**config.mk**
```make
export PLATFORM = sky130hd
export DESIGN_NAME = bsr_top
export DESIGN_NICKNAME = d
export VERILOG_FILES = /design/src/shared/bsr_pkg.sv /design/src/shared/bsr_stream_if.sv /design/src/core/bsr_fifo.sv /design/src/core/bsr_conv.sv /design/src/core/bsr_top.sv
export SDC_FILE = /design/constraint.sdc
export NUM_CORES = 1
export LEC_CHECK = 0
export ABC_AREA = 1
export BUFFER_PORTS_ARGS = -buffer_cell sky130_fd_sc_hd__clkbuf_2
export CAP_MARGIN = 20
export CORE_ASPECT_RATIO = 0.8
export CORE_MARGIN = 5
export CORE_UTILIZATION = 40
export DETAILED_ROUTE_END_ITERATION = 8
export PLACE_DENSITY = 0.56
export RECOVER_POWER = 25
export SYNTH_ARGS = -nofsm -noshare
export SYNTH_HDL_FRONTEND = slang
export SYNTH_SLANG_ARGS = --single-unit
export TNS_END_PERCENT = 1
```
**constraint.sdc**
```tcl
create_clock -name mclk_in -period 2.45 [get_ports mclk_in]
set_input_delay 0.245 -clock mclk_in [delete_from_list [all_inputs] [get_ports mclk_in]]
set_output_delay 0.245 -clock mclk_in [all_outputs]
set_load 0.02 [all_outputs]
```
**src/shared/bsr_pkg.sv**
```systemverilog
// Package: constants and types of the barometric sensor serial readout
package bsr_pkg;

	// ************************************************************
	// Clock and timing
	// ************************************************************
	localparam int unsigned MCLK_HZ        = 25_000_000;
	localparam int unsigned CONV_TIME_MS   = 35;
	localparam int unsigned CONV_CYCLES    =
		(MCLK_HZ / 1000) * CONV_TIME_MS;
	localparam int unsigned CONV_TICK_DIV  = 763;
	localparam int unsigned CONV_TICKS     = 1140;
	localparam int unsigned BRIDGE_ON_TICKS = 65;
	// Weight per modulator one: arbitrary, odd so every bit can move
	localparam logic [15:0] ADC_STEP       = 16'h03EF;

	// ************************************************************
	// Framing
	// ************************************************************
	localparam int unsigned START_BITS     = 3;
	localparam int unsigned SETUP_BITS     = 4;
	localparam int unsigned STOP_BITS      = 3;
	localparam int unsigned FRAME_BITS     =
		START_BITS + SETUP_BITS + STOP_BITS;
	localparam int unsigned WORD_BITS      = 16;
	localparam int unsigned ACK_CLOCKS     = 2;
	localparam int unsigned READ_CLOCKS    = 17;
	localparam int unsigned RESET_BITS     = 21;
	localparam logic [9:0] FRAME_MASK      = 10'h387;
	localparam logic [9:0] FRAME_MARK      = 10'h380;

	// ************************************************************
	// Instruction codes and reset pattern
	// ************************************************************
	localparam logic [3:0]  SETUP_PRESS    = 4'hA;
	localparam logic [3:0]  SETUP_TEMP     = 4'h9;
	localparam logic [3:0]  SETUP_CAL_A    = 4'h5;
	localparam logic [3:0]  SETUP_CAL_B    = 4'h6;
	localparam logic [3:0]  SETUP_CAL_C    = 4'h3;
	localparam logic [3:0]  SETUP_CAL_D    = 4'hC;
	localparam logic [20:0] RESET_PATTERN  = 21'h155540;

	// ************************************************************
	// Calibration store reset values
	// ************************************************************
	localparam logic [15:0] CALIB_A_INIT   = 16'h1234;
	localparam logic [15:0] CALIB_B_INIT   = 16'h5678;
	localparam logic [15:0] CALIB_C_INIT   = 16'h9ABC;
	localparam logic [15:0] CALIB_D_INIT   = 16'hDEF0;

	typedef enum logic [5:0] {
		BSR_IDLE = 6'h01,
		BSR_ACK  = 6'h02,
		BSR_CONV = 6'h04,
		BSR_DONE = 6'h08,
		BSR_SEND = 6'h10,
		BSR_RCAL = 6'h20
	} bsr_state_t;

endpackage : bsr_pkg

```
**src/shared/bsr_stream_if.sv**
```systemverilog
// Interface: word stream between converter and output shifter
`timescale 1ns/10ps
interface bsr_stream_if #(
	parameter int unsigned WIDTH = 16
);
	logic             valid;
	logic             ready;
	logic [WIDTH-1:0] data;

	modport src  (output valid, output data, input ready);
	modport sink (input valid, input data, output ready);
endinterface : bsr_stream_if

```
**src/core/bsr_fifo.sv**
```systemverilog
// Module: parameterised word FIFO with valid and ready on both sides
`timescale 1ns/10ps
module bsr_fifo #(
	parameter int unsigned WIDTH = 16,
	parameter int unsigned DEPTH = 8
) (
	input  wire logic  mclk_in,    // System clock
	input  wire logic  sys_rst_in, // Synchronous reset
	input  wire logic  flush_in,   // Drop all words
	bsr_stream_if.sink wr,         // Filling side
	bsr_stream_if.src  rd          // Draining side
);
	import bsr_pkg::*;

	localparam int unsigned AW = (DEPTH > 1) ? $clog2(DEPTH) : 1;

	initial begin
		if (DEPTH < 2 || (DEPTH & (DEPTH - 1)) != 0)
			$error("bsr_fifo: DEPTH must be a power of two >= 2");
	end

	typedef struct packed {
		logic [AW:0] wp;
		logic [AW:0] rp;
	} bsr_fifo_st_t;

	bsr_fifo_st_t     s_q;
	bsr_fifo_st_t     s_d;
	logic [WIDTH-1:0] mem_q [DEPTH];
	logic             full;
	logic             empty;

	assign empty    = (s_q.wp == s_q.rp);
	assign full     = (s_q.wp[AW-1:0] == s_q.rp[AW-1:0]) &&
		(s_q.wp[AW] != s_q.rp[AW]);
	assign wr.ready = !full;
	assign rd.valid = !empty;
	assign rd.data  = mem_q[s_q.rp[AW-1:0]];

	always_comb begin
		s_d = s_q;
		if (wr.valid && !full)
			s_d.wp = s_q.wp + 1'b1;
		if (rd.ready && !empty)
			s_d.rp = s_q.rp + 1'b1;
		if (flush_in)
			s_d.rp = s_d.wp;
	end

	always_ff @(posedge mclk_in) begin
		if (sys_rst_in)
			s_q <= '0;
		else
			s_q <= s_d;
		if (wr.valid && !full)
			mem_q[s_q.wp[AW-1:0]] <= wr.data;
	end

endmodule : bsr_fifo

```
**src/core/bsr_conv.sv**
```systemverilog
// Module: conversion sequencer with bridge power and sigma-delta sampling
`timescale 1ns/10ps
module bsr_conv #(
	parameter int unsigned TICK_DIV = bsr_pkg::CONV_TICK_DIV
) (
	input  wire logic  mclk_in,      // System clock
	input  wire logic  sys_rst_in,   // Synchronous reset
	input  wire logic  start_in,     // Start pulse
	input  wire logic  sel_temp_in,  // 1: temperature, 0: pressure
	input  wire logic  abort_in,     // Serial reset seen
	input  wire logic  mod_bit_in,   // Synchronised modulator bit
	output logic       busy_out,     // Conversion running or result pending
	output logic       bridge_on_out, // Bridge supply on
	output logic       adc_sel_out,  // Shared ADC input select
	bsr_stream_if.src  res           // Result word out
);
	import bsr_pkg::*;

	initial begin
		if (TICK_DIV < 1 || TICK_DIV * CONV_TICKS > CONV_CYCLES)
			$error("bsr_conv: conversion would exceed its time");
	end

	typedef struct packed {
		logic        busy;
		logic        sel;
		logic        pend;
		logic [15:0] div;
		logic [10:0] tick;
		logic [15:0] acc;
	} bsr_conv_st_t;

	bsr_conv_st_t s_q;
	bsr_conv_st_t s_d;
	logic         tick_en;

	assign tick_en       = s_q.busy && (s_q.div == 16'(TICK_DIV - 1));
	assign busy_out      = s_q.busy || s_q.pend;
	assign adc_sel_out   = s_q.sel;
	assign bridge_on_out = s_q.busy &&
		(s_q.tick < 11'(BRIDGE_ON_TICKS));
	assign res.valid     = s_q.pend;
	assign res.data      = s_q.acc;

	always_comb begin
		s_d = s_q;
		if (s_q.busy) begin
			s_d.div = tick_en ? '0 : s_q.div + 16'h0001;
			// Integrate only while the bridge is powered
			if (tick_en && bridge_on_out && mod_bit_in)
				s_d.acc = s_q.acc + ADC_STEP;
			if (tick_en) begin
				s_d.tick = s_q.tick + 11'h001;
				if (s_q.tick == 11'(CONV_TICKS - 1)) begin
					s_d.busy = 1'b0;
					s_d.pend = 1'b1;
				end
			end
		end else if (start_in && !s_q.pend) begin
			s_d.busy = 1'b1;
			s_d.sel  = sel_temp_in;
			s_d.div  = '0;
			s_d.tick = '0;
			s_d.acc  = '0;
		end
		if (s_q.pend && res.ready)
			s_d.pend = 1'b0;
		if (abort_in) begin
			s_d.busy = 1'b0;
			s_d.pend = 1'b0;
		end
	end

	always_ff @(posedge mclk_in) begin
		if (sys_rst_in)
			s_q <= '0;
		else
			s_q <= s_d;
	end

endmodule : bsr_conv

```
**src/core/bsr_top.sv**
```systemverilog
// Module: serial readout and command logic of the barometric sensor
//
// Function
// Input bit is captured at each rising serial clock edge.
// Output bit changes at each rising serial clock edge.
// Host samples output and changes input on falling edges.
// Host makes the serial clock; device never drives it.
// Output returns conversion result or calibration word per instruction.
// Every transaction opens with an instruction; no chip select.
// Setup field framed by three high start and three low stop bits.
// Four-bit setup selects pressure, temperature or one calibration word.
// Conversion start acknowledged by output going low to high.
// Host gives exactly two clocks after the acknowledge.
// Clock held low during conversion; output falls at completion.
// Seventeen clocks after completion shift out the 16-bit result.
// Readout may pause on held clock; position is kept.
// Host reads the pending result before starting a new conversion.
// A 21-bit reset pattern resynchronises the interface from any state.
// Host ignores the output line during the reset pattern.
// Host should send the reset pattern before each conversion.
// 64 calibration bits read as four 16-bit words.
// One shared ADC gives 16-bit pressure and temperature values.
// Bridge powered only briefly within each measurement.
// Conversion finishes within 35 ms.
// Master clock may stop in standby with no conversion.
// Instruction and reset patterns are design parameters.
`timescale 1ns/10ps
module bsr_top #(
	parameter logic [3:0]  CMD_PRESS   = bsr_pkg::SETUP_PRESS,
	parameter logic [3:0]  CMD_TEMP    = bsr_pkg::SETUP_TEMP,
	parameter logic [3:0]  CMD_CAL_A   = bsr_pkg::SETUP_CAL_A,
	parameter logic [3:0]  CMD_CAL_B   = bsr_pkg::SETUP_CAL_B,
	parameter logic [3:0]  CMD_CAL_C   = bsr_pkg::SETUP_CAL_C,
	parameter logic [3:0]  CMD_CAL_D   = bsr_pkg::SETUP_CAL_D,
	parameter logic [20:0] RST_PATTERN = bsr_pkg::RESET_PATTERN,
	parameter int unsigned TICK_DIV    = bsr_pkg::CONV_TICK_DIV,
	parameter int unsigned FIFO_DEPTH  = 8
) (
	input  wire logic        mclk_in,       // 25 MHz system clock
	input  wire logic        sys_rst_in,    // Synchronous reset, high
	input  wire logic        sclk_in,       // Host serial clock pin
	input  wire logic        din_in,        // Serial data input pin
	input  wire logic        mod_bit_in,    // Modulator comparator bit
	output logic             dout_out,      // Serial data output pin
	output logic             bridge_on_out, // Sensor bridge supply
	output logic             adc_sel_out,   // 1: temperature input
	output logic             conv_busy_out, // Conversion or result held
	output logic [15:0]      raw_pressure_value_out,    // Last pressure
	output logic [15:0]      raw_temperature_value_out  // Last temperature
);
	import bsr_pkg::*;

	initial begin
		if (FIFO_DEPTH < 2)
			$error("bsr_top: FIFO_DEPTH must be at least 2");
		if (CMD_PRESS == CMD_TEMP)
			$error("bsr_top: conversion codes must differ");
	end

	// ************************************************************
	// Pin synchronisers and edge detection
	// ************************************************************
	logic [1:0] sclk_sync_q;
	logic [1:0] din_sync_q;
	logic [1:0] mod_sync_q;
	logic       sclk_prev_q;
	logic       sclk_rise;

	always_ff @(posedge mclk_in) begin
		if (sys_rst_in) begin
			sclk_sync_q <= 2'h0;
			din_sync_q  <= 2'h0;
			mod_sync_q  <= 2'h0;
			sclk_prev_q <= 1'b0;
		end else begin
			sclk_sync_q <= {sclk_sync_q[0], sclk_in};
			din_sync_q  <= {din_sync_q[0], din_in};
			mod_sync_q  <= {mod_sync_q[0], mod_bit_in};
			sclk_prev_q <= sclk_sync_q[1];
		end
	end

	// Host clock is sampled, so the device follows at most ~120 ns late
	assign sclk_rise = sclk_sync_q[1] && !sclk_prev_q;

	// ************************************************************
	// State record
	// ************************************************************
	typedef struct packed {
		bsr_state_t  st;
		logic [9:0]  frame;
		logic [3:0]  fcnt;
		logic [20:0] rst_sh;
		logic [4:0]  cnt;
		logic [16:0] shift;
		logic        dout;
		logic        conv_temp;
		logic [15:0] press;
		logic [15:0] temp;
		logic [63:0] calib;
	} bsr_st_t;

	bsr_st_t s_q;
	bsr_st_t s_d;

	// ************************************************************
	// Converter and result buffer
	// ************************************************************
	bsr_stream_if #(.WIDTH(WORD_BITS)) conv_res ();
	bsr_stream_if #(.WIDTH(WORD_BITS)) buf_out ();

	logic conv_start;
	logic serial_reset;
	logic conv_busy;

	bsr_conv #(
		.TICK_DIV      (TICK_DIV)
	) u_conv (
		.mclk_in       (mclk_in),
		.sys_rst_in    (sys_rst_in),
		.start_in      (conv_start),
		.sel_temp_in   (s_q.conv_temp),
		.abort_in      (serial_reset),
		.mod_bit_in    (mod_sync_q[1]),
		.busy_out      (conv_busy),
		.bridge_on_out (bridge_on_out),
		.adc_sel_out   (adc_sel_out),
		.res           (conv_res.src)
	);

	bsr_fifo #(
		.WIDTH      (WORD_BITS),
		.DEPTH      (FIFO_DEPTH)
	) u_fifo (
		.mclk_in    (mclk_in),
		.sys_rst_in (sys_rst_in),
		.flush_in   (serial_reset),
		.wr         (conv_res.sink),
		.rd         (buf_out.src)
	);

	// ************************************************************
	// Command decode and serial sequencing
	// ************************************************************
	logic [20:0] rst_next;
	logic [9:0]  frame_next;
	logic        frame_ok;
	logic [3:0]  setup;

	assign rst_next   = {s_q.rst_sh[19:0], din_sync_q[1]};
	assign frame_next = {s_q.frame[8:0], din_sync_q[1]};
	assign setup      = frame_next[6:3];
	assign frame_ok   = s_q.fcnt >= 4'(FRAME_BITS - 1) &&
		((frame_next & FRAME_MASK) == FRAME_MARK);
	assign serial_reset = sclk_rise && (rst_next == RST_PATTERN);
	assign conv_start = (s_q.st == BSR_ACK) && (s_q.cnt == 5'h00) &&
		!conv_busy_out;
	assign buf_out.ready = (s_q.st == BSR_DONE) && buf_out.valid &&
		sclk_rise;

	always_comb begin
		s_d = s_q;
		if (sclk_rise) begin
			s_d.rst_sh = rst_next;
			s_d.frame  = frame_next;
			if (s_q.fcnt != 4'(FRAME_BITS))
				s_d.fcnt = s_q.fcnt + 4'h1;
		end
		case (s_q.st)
			BSR_IDLE: begin
				// Last result bit stands until the host clocks again
				if (sclk_rise)
					s_d.dout = 1'b0;
				if (sclk_rise && frame_ok) begin
					s_d.fcnt = '0;
					s_d.cnt  = '0;
					if (setup == CMD_PRESS || setup == CMD_TEMP) begin
						s_d.conv_temp = (setup == CMD_TEMP);
						s_d.st        = BSR_ACK;
					end else if (setup == CMD_CAL_A) begin
						s_d.shift = {1'b0, s_q.calib[63:48]};
						s_d.st    = BSR_RCAL;
					end else if (setup == CMD_CAL_B) begin
						s_d.shift = {1'b0, s_q.calib[47:32]};
						s_d.st    = BSR_RCAL;
					end else if (setup == CMD_CAL_C) begin
						s_d.shift = {1'b0, s_q.calib[31:16]};
						s_d.st    = BSR_RCAL;
					end else if (setup == CMD_CAL_D) begin
						s_d.shift = {1'b0, s_q.calib[15:0]};
						s_d.st    = BSR_RCAL;
					end
				end
			end
			BSR_ACK: begin
				// Stray result still held: wait; it cannot be read here, only a serial reset clears it
				if (s_q.cnt == 5'h00 && !conv_busy_out) begin
					s_d.dout = 1'b1;
					s_d.cnt  = 5'h01;
				end else if (s_q.cnt != 5'h00 && sclk_rise) begin
					s_d.cnt = s_q.cnt + 5'h01;
					if (s_q.cnt == 5'(ACK_CLOCKS))
						s_d.st = BSR_CONV;
				end
			end
			BSR_CONV: begin
				if (buf_out.valid) begin
					s_d.dout = 1'b0;
					s_d.cnt  = '0;
					s_d.st   = BSR_DONE;
				end
			end
			BSR_DONE: begin
				if (buf_out.ready) begin
					s_d.shift = {1'b0, buf_out.data};
					if (s_q.conv_temp)
						s_d.temp  = buf_out.data;
					else
						s_d.press = buf_out.data;
					s_d.dout = 1'b0;
					s_d.cnt  = 5'h01;
					s_d.st   = BSR_SEND;
				end
			end
			BSR_SEND, BSR_RCAL: begin
				// Held clock simply freezes the counter and shifter
				if (sclk_rise) begin
					s_d.dout  = s_q.shift[15];
					s_d.shift = {s_q.shift[15:0], 1'b0};
					s_d.cnt   = s_q.cnt + 5'h01;
					if (s_q.cnt == 5'(READ_CLOCKS - 1)) begin
						s_d.fcnt = '0;
						s_d.st   = BSR_IDLE;
					end
				end
			end
			default: s_d.st = BSR_IDLE;
		endcase
		if (serial_reset) begin
			s_d.st   = BSR_IDLE;
			s_d.dout = 1'b0;
			s_d.fcnt = '0;
			s_d.cnt  = '0;
		end
	end

	always_ff @(posedge mclk_in) begin
		if (sys_rst_in) begin
			s_q       <= '0;
			s_q.st    <= BSR_IDLE;
			s_q.calib <= {CALIB_A_INIT, CALIB_B_INIT,
				CALIB_C_INIT, CALIB_D_INIT};
		end else begin
			s_q <= s_d;
		end
	end

	// ************************************************************
	// Outputs
	// ************************************************************
	assign dout_out                  = s_q.dout;
	// A result waiting in the buffer still counts as pending
	assign conv_busy_out             = conv_busy || buf_out.valid;
	assign raw_pressure_value_out    = s_q.press;
	assign raw_temperature_value_out = s_q.temp;

endmodule : bsr_top

```
Yosys cells after proc, flatten, opt, wreduce, memory -nomap -nowiden
Memory sizes are Yosys's and may differ from the RTL's. A register that Yosys moved wholly into a read port is not among the register bits.
Index checks and enable logic that the tools add are counted.
Cells by class
  $lt $le $gt $ge: 2
  bitwise logic cells: 2
  add/sub/neg operators: 7
  multiplexer cells: 53
  equal/unequal tests: 38
  reduce and logical (&&, ||, !) cells: 46
Operators by type and width (count)
  2-to-1 mux 43 bit: 2
  2-to-1 mux 17 bit: 5
  2-to-1 mux 6 bit: 13
  case mux 16 bit (3 select lines): 1
  2-to-1 mux 23 bit: 2
  2-to-1 mux 16 bit: 2
  case mux 6 bit (5 select lines): 1
  2-to-1 mux 4 bit: 7
  2-to-1 mux 25 bit: 1
  case mux 5 bit (5 select lines): 1
  2-to-1 mux 22 bit: 1
  equality test 21 bit, second input constant: 1
  logical AND 1 bit: 18
  inequality test 2 bit, second input constant: 9
  AND reduction 6 bit: 3
  adder 16 x 1 -> 16 bit, second input constant: 1
  adder 16 x 10 -> 16 bit, second input constant: 1
  equality test 16 x 10 -> 1 bit, second input constant: 1
  2-to-1 mux 5 bit: 3
  adder 4 x 1 -> 4 bit, second input constant: 3
  equality test 4 bit, second input constant: 3
  equality test 6 bit, second input constant: 2
  AND reduction 3 bit: 4
  adder 11 x 1 -> 11 bit, second input constant: 1
  38 further kinds: 62
Storage, ports and cells
  input bits: 5
  output and inout port bits: 36
  memory bits (writable): 128
  memories: 1
  register bits: 156
Memories
  u_fifo.mem_q: depth 8, bits a word 16, rd ports 1, clocked after Yosys merged registers in 1, write ports 1, line bsr_fifo.sv:29  | logic [WIDTH-1:0] mem_q [DEPTH];

Longest topological paths before layout
  word-level depth: 9
  gate-level depth with buffers: 13

By module
A second synthesis with hierarchy kept.
Unflattened totals
  cells, all modules: 1552
  area total of the unflattened synthesis: 12998.7 sq um
Modules (own cells, without submodules)
  bsr_fifo: area an instance 5564.1 sq um, cells an instance 458, instances 1, sequential area each 4063.9 sq um
  bsr_top: area an instance 4564.4 sq um, cells an instance 651, instances 1, sequential area each 1841.8 sq um
  bsr_conv: area an instance 2870.3 sq um, cells an instance 443, instances 1, sequential area each 920.9 sq um

Worst setup path before layout
OpenSTA, ideal clock, no wires.
  path kind: register -> register
  start point: reg u_fifo.s_q[5] (netlist name)
  end point: mem u_fifo.mem_q[6][0] (enable)
  buffers on the path: 0
  setup time: 0.409 ns
  setup slack: -0.160 ns
  clock period less this slack: 2.610 ns
  arrival time: 2.201 ns
  data required time: 2.041 ns
  stages on the path, launching flop included: 10
  path through: dfxtp_1 > inv_2 > nand2_1 > nand2_1 > nor2_4 > nand4_1 > nand2_2 > inv_1 > nand2_1 > nor3_1
On the way
  cells in the longest elaborated chain, start to end: 6
Ends and longest elaborated chain
  start, declared: line bsr_fifo.sv:27  | bsr_fifo_st_t s_q;
  equality test 3 bit: line bsr_fifo.sv:34  | assign full = (s_q.wp[AW-1:0] == s_q.rp[AW-1:0]) &&
  logical AND 1 bit: line bsr_fifo.sv:34
  logical NOT 1 bit: line bsr_fifo.sv:55  | if (wr.valid && !full)
  logical AND 1 bit: line bsr_fifo.sv:55
  2-to-1 mux 1 bit: line bsr_fifo.sv:55
  2-to-1 mux 1 bit (implied by the code): line bsr_fifo.sv:56  | mem_q[s_q.wp[AW-1:0]] <= wr.data;
  end, declared: line bsr_fifo.sv:29
Parallel ways exist; a longest one is shown, timed or not.

Final worst setup path
  start point: reg sclk_sync_q[1]
  end point: reg s_q[143] (netlist name)
On the way
  cells in the longest elaborated chain, start to end: 5
Ends and longest elaborated chain
  start, declared: line bsr_top.sv:63  | logic [1:0] sclk_sync_q;
  start signal, assigned: line bsr_top.sv:76  | sclk_sync_q <= {sclk_sync_q[0], sclk_in};
  logical AND 1 bit *: line bsr_top.sv:84  | assign sclk_rise = sclk_sync_q[1] && !sclk_prev_q;
  2-to-1 mux 25 bit: line bsr_top.sv:163  | if (sclk_rise) begin
  2-to-1 mux 4 bit: line bsr_top.sv:231  | if (s_q.cnt == 5'(READ_CLOCKS - 1)) begin
  2-to-1 mux 4 bit: line bsr_top.sv:227  | if (sclk_rise) begin
  case mux 4 bit (2 select lines): line bsr_top.sv:169  | case (s_q.st)
  end, declared: line bsr_top.sv:103  | bsr_st_t s_q;
Every way passes the cells marked *; elsewhere a longest branch is shown, timed or not.
A chain may end at the register's enable or synchronous reset.

==> results.json <==
{
  "status": "complete, no violations",
  "pre_cts_slack_ns": 0.186,
  "drv_slew": 0,
  "clock_skew_ns": 0.0158,
  "wl_per_cell_microns": 16.2,
  "hold_class": "in -> reg",
  "maxSlewHeadroom_pct": 45.3,
  "synthTopCellsByArea": "edfxtp_1 (30%), dfxtp_1 (23%), nand2_1 (8.7%)",
  "pwr_density_cell_mw_per_mm2": 656,
  "internal_power_mw": 7.43,
  "antennaDiodeCount": 0,
  "clkPwrFrac_pct": 47.3,
  "insertion_delay_ns": 0.56,
  "switching_share_pct": 21.2,
  "worstPathArrival_ns": 2.62,
  "power_leakage_nw": 5.34,
  "endpoint_kind": "flip-flop",
  "fin_crit_ns": 2.19,
  "synthArstFlopShare_pct": 0,
  "postLayoutCellArea_sq_mm": 0.0144,
  "totalWireLength_mm": 32.7,
  "fin_setup_tns_ns": 0,
  "start_util_pct": 40.7,
  "worst_pin_slew_ns": 0.821,
  "path_class": "reg -> reg",
  "cts_buffer_depth": 3,
  "hpwl_mm": 22.1,
  "syn_area_per_cell_sq_um": 8.33,
  "hold_violations": 0,
  "grt_max_degree": 70,
  "critPathLaunch": "sclk_sync_q[1]",
  "ios": 41,
  "grt-ovfl-total": 0,
  "synth_area_sq_mm": 0.0129,
  "drt_first_pass_iters": 5,
  "period_share_pct": 89.4,
  "rsz0062_at_grt": "false",
  "min_from": "sys_rst_in",
  "die_area_sq_mm": 0.0359,
  "cp.required_ns": 2.88,
  "synth_seq_area_share_pct": 53.1,
  "fmax_mhz": 456,
  "drtIter0Drc": 1017,
  "nNetsFinal": 1588,
  "vdd_drop_max_v": 0.000461,
  "fin_util_pct": 45.6,
  "ant_nets": 0,
  "post-synth-top-count-cell": "nand2_1",
  "placed_area_sq_mm": 0.0134,
  "grt_pass1_wl_mm": 52.7,
  "cts_inserted_buffers": 29,
  "cts_root_buf": "clkbuf_16",
  "vias": 10200,
  "setup_viol": 0,
  "yosys_register_bits": 277,
  "netlist_instances": 1544,
  "yosysTopAreaCellShare_pct": 29.9,
  "startpoint_type": "flip-flop",
  "io_buffers": 40,
  "seq_power_share_pct": 51.3,
  "core_area_sq_mm": 0.0316,
  "drc_errors": 0,
  "grt_pass1_vias": 9689,
  "gp_congestion": 0.875,
  "ys.flop_type": "dfxtp_1",
  "synth.distinct_cells": 43,
  "vias_per_cell": 5.08,
  "reg2reg_from": "sclk_sync_q[1]",
  "htreeDepth": 1,
  "power.switching_mw": 1.99,
  "combPwrFrac_pct": 1.4,
  "antenna_found_initial": 0,
  "clk_pin_slew_worst_paths_ns": 0.07,
  "numClockSinks": 277,
  "yosys-top-cells-count": "nand2_1 (298), nor2_1 (252), dfxtp_1 (149)",
  "synthesis.nets": 1562,
  "area_growth_pct": 11.8,
  "die_h_microns": 170,
  "cp_max_fo": 11,
  "rows": 58,
  "layout_setup_ws_ns": 0.259,
  "rrSetupSlack_ns": 0.26,
  "synth_edf_count": 128,
  "cts_tree": "yes",
  "chipWidth_microns": 210,
  "grt.total_usage_pct": 18.1,
  "yosysWarnings": 0,
  "max-cap-violations": 0,
  "drive_above_1_share_pct": 10.9,
  "synth.largest_area_cell": "edfxtp_1"
}
-- critical path, stage by stage (launching register included) --
cell	delay (ns)
dfxtp_1	0.33
inv_2	0.05
nor2_4	0.20
nand2_1	0.10
nor2_1	0.11
nand2_1	0.09
nor2_2	0.21
inv_1	0.14
nand2_1	0.22
inv_1	0.25
o21ai_1	0.30
nor3_1	0.08
-- layout make-up --
| class | instances | area (sq um) |
|---|---|---|
| Sequential cell | 277 | 6830 |
| Inverter | 124 | 465 |
| Clock inverter | 12 | 106 |
| Tap cell | 420 | 526 |
| Multi-Input combinational cell | 1051 | 5050 |
| Clock buffer | 42 | 868 |
| Timing Repair Buffer | 87 | 533 |
| Fill cell | 3188 | 17200 |
-- sequential cells by signal, indices dropped and copies added (netlist names), named ones only --
register and count:
din_sync_q 2, dout_out 1, frame_next 8, mod_sync_q 2, raw_pressure_value_out 16, raw_temperature_value_out 16
rst_next 12, s_q 32, sclk_prev_q 1, sclk_sync_q 2, u_conv.adc_sel_out 1, u_conv.res.data 16
u_conv.res.valid 1, u_conv.s_q 28, u_fifo.mem_q 128, u_fifo.s_q 8
-- metal layers --
metal / vias up / share of wire (%) / track usage, %
li1: 5173 / - / -
met4: 0 / 1.7 / 3.24
met1: 4782 / 51 / 27.6
met3: 35 / 5.6 / 3.08
met2: 245 / 42 / 27.3
met5: - / 0 / 0
-- cells by family (layout without fill, tap and decap cells) --
kind of cell	Yosys count	after routing	synth area share, %
simple gates	727	728	24.8
compound gates	289	289	11.7
flops	277	277	53.1
buf+inv	217	265	7.73
xor+xnor	21	21	1.43
fa+ha+maj	13	13	1.26
-- through the flow --
stage	power (mW)	cells	hold slack (ns)
after floorplan	5.02	1544	0.352
after global placement	5.06	1955	0.392
after detailed placement	5.06	1955	0.393
after CTS	9.54	2012	0.150
after global routing	9.74	2013	0.295
final	9.43	2013	0.246
-- final timing paths --
check,to,depth (start not counted)
worst max register to register,s_q[143],11
worst min-delay path,s_q[159],4
worst max-delay path,s_q[143],11
worst min register to register,mod_sync_q[1],2
-- power groups by stage --
stage,registers (mW),clock network [mW],logic [mW]
floorplan,4.93,0,0.0925
global placement,4.93,0,0.127
detailed placement,4.94,0,0.130
CTS,4.83,4.57,0.134
global route,4.83,4.76,0.151
finish,4.83,4.46,0.132
-- timing repair --
| item | in CTS | in global routing |
|---|---|---|
| endpoints found under the setup margin | 0 | 14 |
| endpoints found under the hold margin | 3 | 0 |
| hold buffers | 3 | 0 |
| resized for setup | 0 | 2 |
| setup buffers | 0 | 0 |
-- layout by cell type (no fill, tap or decap), types with 4 or more instances in the layout --
cell	Yosys	routed
inv_2	9	9
a31oi_1	7	7
clkbuf_8	0	7
ha_1	13	13
o22ai_1	8	8
nor3_1	19	18
a21oi_1	112	112
o21ai_0	137	136
nor2_1	252	252
clkbuf_16	0	30
clkinv_2	0	4
buf_4	37	37
nand3_1	88	88
nand2_1	298	298
clkinvlp_4	0	4
nand4_1	29	29
clkbuf_2	0	41
xor2_1	19	19
nor2_4	9	10
dfxtp_1	149	148
clkbuf_1	32	11
o211ai_1	7	7
nand2_2	8	8
edfxtp_1	128	128
inv_1	113	113
o21ai_1	8	9
Power figures use the tool's default switching activity.
